===== src/include/cic_consts.svh =====
// Register offsets, field positions, reset values and codes of the core control block.
`ifndef CIC_CONSTS_SVH
`define CIC_CONSTS_SVH
`define CIC_ADDR_W        8
`define CIC_OFF_OPTION    8'h00
`define CIC_OFF_INTCTL    8'h04
`define CIC_OFF_COUNT     8'h08
`define CIC_OFF_STATUS    8'h0C
`define CIC_OFF_MASK      8'h10
`define CIC_OPTION_RST    8'hFF
`define CIC_INTCTL_RST    8'h00
`define CIC_EVT_RST       3'h0
`define CIC_OPT_PUDIS     7
`define CIC_OPT_EXTEDGE   6
`define CIC_OPT_CLKSRC    5
`define CIC_OPT_SRCEDGE   4
`define CIC_OPT_ASSIGN    3
`define CIC_IC_GLOBAL     7
`define CIC_IC_PERIPH     6
`define CIC_IC_TMREN      5
`define CIC_IC_EXTEN      4
`define CIC_IC_PCEN       3
`define CIC_IC_TMRFLAG    2
`define CIC_IC_EXTFLAG    1
`define CIC_IC_PCFLAG     0
`define CIC_RESP_OKAY     2'h0
`define CIC_RESP_SLVERR   2'h2
`endif


===== src/include/cic_pkg.sv =====
// Types shared by the core control block.
package cic_pkg;
   typedef logic [7:0] cic_byte_t;
   typedef logic [1:0] cic_resp_t;
   typedef logic [2:0] cic_evt_t;
endpackage


===== src/verilog/cic_core_ctrl.sv =====
// Option and interrupt control registers with timer, prescaler and AXI4-Lite slave.
`timescale 1ns/1ps
`include "cic_consts.svh"
// Summary of operation
// - Pull-up disable bit forces all pull-ups off.
// - Edge select picks external interrupt edge.
// - Clock source picks instruction clock or pin.
// - Source edge picks counting pin transition.
// - Shared prescaler serves timer or watchdog.
// - Global enable gates every core request.
// - Peripheral enable gates peripheral sources.
// - Per-source enables mask their own request.
// - Timer overflow sets sticky flag.
// - Selected external edge sets sticky flag.
// - Enabled port pin change sets sticky flag.
// - Flags set regardless of enable bits.
// - Only change-enabled pins raise change flag.
// - Timer count survives reset.
module cic_core_ctrl
(
   input  wire logic              clk_sys,
   input  wire logic              resetn,
   input  wire logic [7:0]        s_axi_awaddr,
   input  wire logic              s_axi_awvalid,
   output logic                   s_axi_awready,
   input  wire logic [31:0]       s_axi_wdata,
   input  wire logic [3:0]        s_axi_wstrb,
   input  wire logic              s_axi_wvalid,
   output logic                   s_axi_wready,
   output cic_pkg::cic_resp_t     s_axi_bresp,
   output logic                   s_axi_bvalid,
   input  wire logic              s_axi_bready,
   input  wire logic [7:0]        s_axi_araddr,
   input  wire logic              s_axi_arvalid,
   output logic                   s_axi_arready,
   output logic [31:0]            s_axi_rdata,
   output cic_pkg::cic_resp_t     s_axi_rresp,
   output logic                   s_axi_rvalid,
   input  wire logic              s_axi_rready,
   input  wire logic              ext_irq_pin,
   input  wire logic              tmr_ext_clk_pin,
   input  wire cic_pkg::cic_byte_t port_pins,
   input  wire cic_pkg::cic_byte_t per_pin_pullup_enables,
   input  wire cic_pkg::cic_byte_t per_pin_change_enables,
   input  wire logic              periph_irq_req,
   input  wire logic              wdt_raw_tick,
   output cic_pkg::cic_byte_t     pullup_en,
   output logic                   wdt_tick,
   output logic                   core_irq_req,
   output logic                   irq
);
   import cic_pkg::*;

   ////////////////////////////////////////////////////////////////////////////
   // Register state and bus state.
   cic_byte_t option_control;
   cic_byte_t interrupt_control;
   cic_byte_t tmr_count;
   cic_byte_t presc;
   cic_evt_t  irq_status;
   cic_evt_t  irq_mask;
   cic_byte_t port_prev;
   logic      ext_prev;
   logic      clk_prev;
   logic      aw_full;
   logic      w_full;
   logic [7:0] aw_addr;
   cic_byte_t w_data;
   logic      w_lane0;
   cic_resp_t bresp;
   logic      bvalid;
   logic [31:0] rdata;
   cic_resp_t rresp;
   logic      rvalid;

   cic_byte_t next_option_control;
   cic_byte_t next_interrupt_control;
   cic_byte_t next_tmr_count;
   cic_byte_t next_presc;
   cic_evt_t  next_irq_status;
   cic_evt_t  next_irq_mask;
   logic      next_aw_full;
   logic      next_w_full;
   logic [7:0] next_aw_addr;
   cic_byte_t next_w_data;
   logic      next_w_lane0;
   cic_resp_t next_bresp;
   logic      next_bvalid;
   logic [31:0] next_rdata;
   cic_resp_t next_rresp;
   logic      next_rvalid;

   ////////////////////////////////////////////////////////////////////////////
   // Event detection on pins and the counting chain.
   logic      ext_rise;
   logic      ext_fall;
   logic      ext_evt;
   logic      clk_edge;
   logic      src_tick;
   logic      to_wdt;
   logic [8:0] tmr_mask9;
   logic [8:0] wdt_mask9;
   logic      presc_step;
   logic      tmr_inc;
   logic      tmr_ovf;
   logic      pc_evt;
   logic      do_write;
   logic      do_read;
   logic      wr_option;
   logic      wr_intctl;
   logic      wr_count;
   logic      wr_mask;
   logic      rd_status;
   cic_evt_t  evt;

   // Edge detection against the previous sample of each pin.
   assign ext_rise = ext_irq_pin & ~ext_prev;
   assign ext_fall = ~ext_irq_pin & ext_prev;
   assign ext_evt  = option_control[`CIC_OPT_EXTEDGE] ? ext_rise : ext_fall;
   assign clk_edge = option_control[`CIC_OPT_SRCEDGE]
                     ? (~tmr_ext_clk_pin & clk_prev)
                     : (tmr_ext_clk_pin & ~clk_prev);
   assign src_tick = option_control[`CIC_OPT_CLKSRC] ? clk_edge : 1'b1;
   assign pc_evt   = |((port_pins ^ port_prev) & per_pin_change_enables);

   // One prescaler: its step source and terminal masks follow the assignment.
   assign to_wdt     = option_control[`CIC_OPT_ASSIGN];
   assign tmr_mask9  = (9'h002 << option_control[2:0]) - 9'h001;
   assign wdt_mask9  = (9'h001 << option_control[2:0]) - 9'h001;
   assign presc_step = to_wdt ? wdt_raw_tick : src_tick;
   assign tmr_inc    = to_wdt ? src_tick
                       : (src_tick && ((presc | ~tmr_mask9[7:0]) == 8'hFF));
   assign wdt_tick   = to_wdt && wdt_raw_tick
                       && ((presc | ~wdt_mask9[7:0]) == 8'hFF);
   assign tmr_ovf    = tmr_inc && (tmr_count == 8'hFF);
   assign evt        = {tmr_ovf, ext_evt, pc_evt};

   // Pull-ups follow their own enables unless globally disabled.
   assign pullup_en = option_control[`CIC_OPT_PUDIS] ? 8'h00 : per_pin_pullup_enables;

   // Core request: global gate over enabled flags and gated peripherals.
   assign core_irq_req = interrupt_control[`CIC_IC_GLOBAL]
      && ((interrupt_control[`CIC_IC_TMREN] && interrupt_control[`CIC_IC_TMRFLAG])
       || (interrupt_control[`CIC_IC_EXTEN] && interrupt_control[`CIC_IC_EXTFLAG])
       || (interrupt_control[`CIC_IC_PCEN] && interrupt_control[`CIC_IC_PCFLAG])
       || (interrupt_control[`CIC_IC_PERIPH] && periph_irq_req));

   // System interrupt line from the sticky status and its mask.
   assign irq = |(irq_status & irq_mask);

   ////////////////////////////////////////////////////////////////////////////
   // Bus decode.
   assign s_axi_awready = ~aw_full & ~bvalid;
   assign s_axi_wready  = ~w_full & ~bvalid;
   assign s_axi_arready = ~rvalid;
   assign s_axi_bvalid  = bvalid;
   assign s_axi_bresp   = bresp;
   assign s_axi_rvalid  = rvalid;
   assign s_axi_rdata   = rdata;
   assign s_axi_rresp   = rresp;
   assign do_write  = aw_full & w_full & ~bvalid;
   assign do_read   = s_axi_arvalid & ~rvalid;
   assign wr_option = do_write && w_lane0 && (aw_addr == `CIC_OFF_OPTION);
   assign wr_intctl = do_write && w_lane0 && (aw_addr == `CIC_OFF_INTCTL);
   assign wr_count  = do_write && w_lane0 && (aw_addr == `CIC_OFF_COUNT);
   assign wr_mask   = do_write && w_lane0 && (aw_addr == `CIC_OFF_MASK);
   assign rd_status = do_read && (s_axi_araddr == `CIC_OFF_STATUS);

   // Next values of the bus channels and the read mux.
   always_comb
   begin
      next_aw_full = aw_full;
      next_w_full  = w_full;
      next_aw_addr = aw_addr;
      next_w_data  = w_data;
      next_w_lane0 = w_lane0;
      next_bvalid  = bvalid;
      next_bresp   = bresp;
      next_rvalid  = rvalid;
      next_rdata   = rdata;
      next_rresp   = rresp;
      if (s_axi_awvalid && s_axi_awready)
      begin
         next_aw_full = 1'b1;
         next_aw_addr = {s_axi_awaddr[7:2], 2'b00};
      end
      if (s_axi_wvalid && s_axi_wready)
      begin
         next_w_full  = 1'b1;
         next_w_data  = s_axi_wdata[7:0];
         next_w_lane0 = s_axi_wstrb[0];
      end
      if (do_write)
      begin
         next_aw_full = 1'b0;
         next_w_full  = 1'b0;
         next_bvalid  = 1'b1;
         if (aw_addr == `CIC_OFF_OPTION || aw_addr == `CIC_OFF_INTCTL
             || aw_addr == `CIC_OFF_COUNT || aw_addr == `CIC_OFF_MASK
             || aw_addr == `CIC_OFF_STATUS)
            next_bresp = `CIC_RESP_OKAY;
         else
            next_bresp = `CIC_RESP_SLVERR;
      end
      else if (bvalid && s_axi_bready)
         next_bvalid = 1'b0;
      if (do_read)
      begin
         next_rvalid = 1'b1;
         next_rresp  = `CIC_RESP_OKAY;
         next_rdata  = 32'h0000_0000;
         if (s_axi_araddr[7:2] == `CIC_OFF_OPTION >> 2)
            next_rdata[7:0] = option_control;
         else if (s_axi_araddr[7:2] == `CIC_OFF_INTCTL >> 2)
            next_rdata[7:0] = interrupt_control;
         else if (s_axi_araddr[7:2] == `CIC_OFF_COUNT >> 2)
            next_rdata[7:0] = tmr_count;
         else if (s_axi_araddr[7:2] == `CIC_OFF_STATUS >> 2)
            next_rdata[2:0] = irq_status;
         else if (s_axi_araddr[7:2] == `CIC_OFF_MASK >> 2)
            next_rdata[2:0] = irq_mask;
         else
            next_rresp = `CIC_RESP_SLVERR;
      end
      else if (rvalid && s_axi_rready)
         next_rvalid = 1'b0;
   end

   // Next values of the control registers; a hardware set beats a clear.
   always_comb
   begin
      next_option_control    = wr_option ? w_data : option_control;
      next_irq_mask          = wr_mask ? w_data[2:0] : irq_mask;
      next_interrupt_control = wr_intctl ? w_data : interrupt_control;
      if (tmr_ovf)
         next_interrupt_control[`CIC_IC_TMRFLAG] = 1'b1;
      if (ext_evt)
         next_interrupt_control[`CIC_IC_EXTFLAG] = 1'b1;
      if (pc_evt)
         next_interrupt_control[`CIC_IC_PCFLAG] = 1'b1;
      next_irq_status = (rd_status ? 3'h0 : irq_status) | evt;
   end

   // Next values of the prescaler and timer count; a count write restarts the prescaler.
   always_comb
   begin
      next_presc     = presc_step ? presc + 8'h01 : presc;
      next_tmr_count = tmr_inc ? tmr_count + 8'h01 : tmr_count;
      if (wr_count)
      begin
         next_presc     = 8'h00;
         next_tmr_count = w_data;
      end
   end

   ////////////////////////////////////////////////////////////////////////////
   // Registers with synchronous reset; pin history is loaded from the pins.
   always_ff @(posedge clk_sys)
   begin
      if (!resetn)
      begin
         option_control    <= `CIC_OPTION_RST;
         interrupt_control <= `CIC_INTCTL_RST;
         presc             <= 8'h00;
         irq_status        <= `CIC_EVT_RST;
         irq_mask          <= `CIC_EVT_RST;
         port_prev         <= port_pins;
         ext_prev          <= ext_irq_pin;
         clk_prev          <= tmr_ext_clk_pin;
         aw_full           <= 1'b0;
         w_full            <= 1'b0;
         aw_addr           <= 8'h00;
         w_data            <= 8'h00;
         w_lane0           <= 1'b0;
         bvalid            <= 1'b0;
         bresp             <= `CIC_RESP_OKAY;
         rvalid            <= 1'b0;
         rdata             <= 32'h0000_0000;
         rresp             <= `CIC_RESP_OKAY;
      end
      else
      begin
         option_control    <= next_option_control;
         interrupt_control <= next_interrupt_control;
         presc             <= next_presc;
         irq_status        <= next_irq_status;
         irq_mask          <= next_irq_mask;
         port_prev         <= port_pins;
         ext_prev          <= ext_irq_pin;
         clk_prev          <= tmr_ext_clk_pin;
         aw_full           <= next_aw_full;
         w_full            <= next_w_full;
         aw_addr           <= next_aw_addr;
         w_data            <= next_w_data;
         w_lane0           <= next_w_lane0;
         bvalid            <= next_bvalid;
         bresp             <= next_bresp;
         rvalid            <= next_rvalid;
         rdata             <= next_rdata;
         rresp             <= next_rresp;
      end
   end

   // Timer count has no reset and keeps counting state across it.
   always_ff @(posedge clk_sys)
   begin
      tmr_count <= next_tmr_count;
   end
endmodule


===== config.mk =====
export PLATFORM = sky130hd
export DESIGN_NAME = cic_core_ctrl
export DESIGN_NICKNAME = d
export VERILOG_FILES = /design/src/include/cic_pkg.sv /design/src/verilog/cic_core_ctrl.sv
export VERILOG_INCLUDE_DIRS = /design/src /design/src/include
export SDC_FILE = /design/constraint.sdc
export NUM_CORES = 1
export LEC_CHECK = 0
export BUFFER_PORTS_ARGS = -buffer_cell sky130_fd_sc_hd__buf_4
export CAP_MARGIN = 20
export CORE_UTILIZATION = 50
export CTS_CLUSTER_DIAMETER = 50
export DETAILED_ROUTE_END_ITERATION = 12
export PLACE_DENSITY = 0.86
export SLEW_MARGIN = 20
export SYNTH_ARGS = -nofsm -noshare
export SYNTH_HDL_FRONTEND = slang
export SYNTH_SLANG_ARGS = --single-unit

===== constraint.sdc =====
create_clock -name clk_sys -period 3.3 [get_ports clk_sys]
set_clock_uncertainty 0.1 [all_clocks]
set_input_delay 0 -clock clk_sys [delete_from_list [all_inputs] [get_ports clk_sys]]
set_output_delay 0 -clock clk_sys [all_outputs]
set_load 0.05 [all_outputs]

==> impl_metrics.toml <==
[routing]
wl_per_cell_um = 14.9
ant_nets = 0
via_per_inst = 5.51
drtIter0Drc = 225
remaining_drc_errors = 0
num_vias = 3595
first_pass_iters = 5
finalWirelength_um = 9700

[finish]
syn_to_final_growth_pct = 29.5
fillers = 561
antenna_cells = 0
fin_util_pct = 68.2
layout-drive-gt1-share_pct = 21.0
final_nets = 638

[flow_run]
maxCapViolCount = 0

[clocking]
clk_latency_ns = 0.36
cts_buffer_depth = 2
cts.sinks = 77
clk_pin_slew_worst_paths_ns = 0.08
cts_tree = "done"
htree_num_levels = 3
cts-buffers-inserted = 9
cts_root_buf = "clkbuf_8"

[sta]
fin_crit_ns = 2.82
rsz0062_at_grt = "false"
setup_violations = 0
tightestPinTransition_ns = 0.984
post-route-period-util_pct = 85.3
drv_slew = 0
max_freq_mhz = 355
tns_ns = 0
finalHoldViolations = 0
maxSlewHeadroom_pct = 34.0

[yosys]
async_flop_share_pct = 0
ys_ff_latch = 77
synthCells = 436
synth_area_per_cell_um2 = 8.95
synth.cell_area_um2 = 3900
yosys-top-cells-area = "dfxtp_1 35%, edfxtp_1 6.2%, mux2i_1 5.6%, buf_4 5.4%, a21oi_1 4.1%"
yosysSeqAreaShare_pct = 41.6
synth_cell_types = 53
synth_edf_count = 8
synth_flop_cell = "dfxtp_1"
yosysTopAreaCell = "dfxtp_1"
yosys_warnings = 0
netlist.area_leader.share_pct = 35.4

[power_and_ir_drop]
ir_drop_mv = 0.201
power.density_nw_per_um2 = 434
power.total_mw = 2.19
p_leak_nw = 2.31

[global_routing]
antenna_found_initial = 0
grt_pass1_wl_um = 16000
grt_max_degree = 37
grtUsageTotal_pct = 24.4
grt_pass1_vias = 3392
grt-ovfl-total = 0

[critical_path]
r2r-start = "option_control[2]"
worstSetupPathType = "flop to flop"
r2r_cells = 9
reg2reg_slack_ns = 0.48
startpoint_type = "flop"
arrival_ns = 2.79
path_max_fanout = 13
cp-end-kind = "flop"
r2r-end = "tmr_count[4]"
worstPathRequired_ns = 3.27

[hold_path]
min_to = "w_data[2]"
hold_class = "input pin to flop"
hp-start = "s_axi_wvalid"
whs_path_depth = 4

[floorplanning]
coreArea_um2 = 7410
io_pins = 139
die_w_um = 90.3
initial_utilization_pct = 52.7
die_y_um = 90.3
rows = 31
die-area_um2 = 8160

[placed_design]
place.gp.congestion = 0.899
dp_hpwl_um = 6540
numPortBuffers = 83

[outcome]
outcome = "finished, final reports clean"
-- Yosys cell counts, drive strengths merged, types with 6 or more instances --
library cell,number
a21oi,32
a22oi,6
a31oi,8
buf,34
clkbuf,9
dfxtp,69
edfxtp,8
inv,9
mux2i,22
nand2,41
nand2b,11
nand3,25
nor2,43
nor2b,13
nor3,12
o21ai,14
xnor2,8
xor2,13
-- power breakdown --
part	internal, mW	switching (mW)	total (mW)
Clock	0.423	0.366	0.789
Sequential	0.987	0.0463	1.03
Combinational	0.151	0.218	0.369
-- worst max-delay path, cell delays in order, from the launching register on --
cell and delay (ns):
dfxtp_1 0.60, nor3_1 0.14, inv_1 0.09, ha_1 0.27, nor2_1 0.11, and3_1 0.23, o31ai_1 0.26, a31oi_1 0.12
o21ai_0 0.38, buf_4 0.24
-- worst max path at each step --
stage / start / endpoint / slack, ns / cells after the start
2_1_floorplan: option_control[1] / wdt_tick / 0.08 / 8
3_3_place_gp: option_control[2] / tmr_count[1] / 0.69 / 8
3_5_place_dp: option_control[1] / tmr_count[2] / 0.56 / 8
4_1_cts: option_control[2] / tmr_count[4] / 0.52 / 9
5_1_grt: option_control[2] / tmr_count[4] / 0.20 / 9
6_report: option_control[2] / tmr_count[4] / 0.48 / 9
-- timing repair --
item                      4_1_cts  5_1_grt
hold endpoints to repair       45        0
setup buffers                   0        0
hold buffers                   35        0
resized for setup               0        0
-- layout make-up --
cell class | count | area (um^2) | share of cell area, %
clock buffers | 11 | 163 | 3.22
well taps | 99 | 124 | 2.45
inverters | 10 | 37.5 | 0.743
multi-input cells | 331 | 2060 | 40.8
flip-flops and latches | 77 | 1620 | 32.1
repair buffers | 119 | 981 | 19.4
clock inverters | 5 | 61.3 | 1.21
-- state kept, by name, indices dropped and copies added (netlist names) --
signal             cells
w_full                 1
clk_prev               1
s_axi_bresp            1
aw_addr                6
s_axi_rresp            1
s_axi_rvalid           1
w_lane0                1
presc                  8
irq_mask               3
option_control         8
s_axi_bvalid           1
aw_full                1
irq_status             3
s_axi_rdata            8
interrupt_control      8
ext_prev               1
w_data                 8
port_prev              8
tmr_count              8
-- placed cells by master (no fill, tap or decap), types with 10 or more instances in the layout --
cell,netlist,final
buf_4,28,84
dfxtp_1,69,69
nor2_1,42,42
nand2_1,41,41
dlygate4sd3_1,0,35
a21oi_1,32,32
conb_1,1,26
nand3_1,25,25
mux2i_1,22,22
o21ai_0,14,14
xor2_1,13,13
nor2b_1,12,12
nand2b_1,11,11
nor3_1,10,10
clkbuf_8,0,10
-- per-stage QoR --
step	hold slack, ns	cell area (um^2)	setup WS [ns]	std cells
2_1_floorplan	-0.0723	4000	0.0772	461
3_3_place_gp	0.0206	4480	0.690	601
4_1_cts	0.00358	5050	0.520	652
6_report	0.0335	5050	0.485	652
5_1_grt	0.0322	5050	0.198	652
3_5_place_dp	0.0208	4480	0.555	601
-- cells by family after synthesis --
logic type | Yosys count | share of synthesized area (%)
AO/OA/AOI/OAI | 86 | 14.7
XOR/XNOR | 21 | 4.71
adder cells (fa/ha/maj) | 3 | 0.962
buffers and inverters | 53 | 7.99
flip-flops | 77 | 41.6
multiplexers | 24 | 6.32
other | 1 | 0.0961
AND/OR/NAND/NOR | 171 | 23.7
-- metal layers --
metal	vias up	share of wire [%]	routed length, um	GRT usage (%)
li1	1706	-	-	-
met1	1667	42	4090	30.2
met2	191	49	4770	42.1
met3	31	6.6	637	4.80
met4	0	2.1	204	9.14
met5	-	0	0	0
No activity file was read; power rests on OpenSTA's default activity.
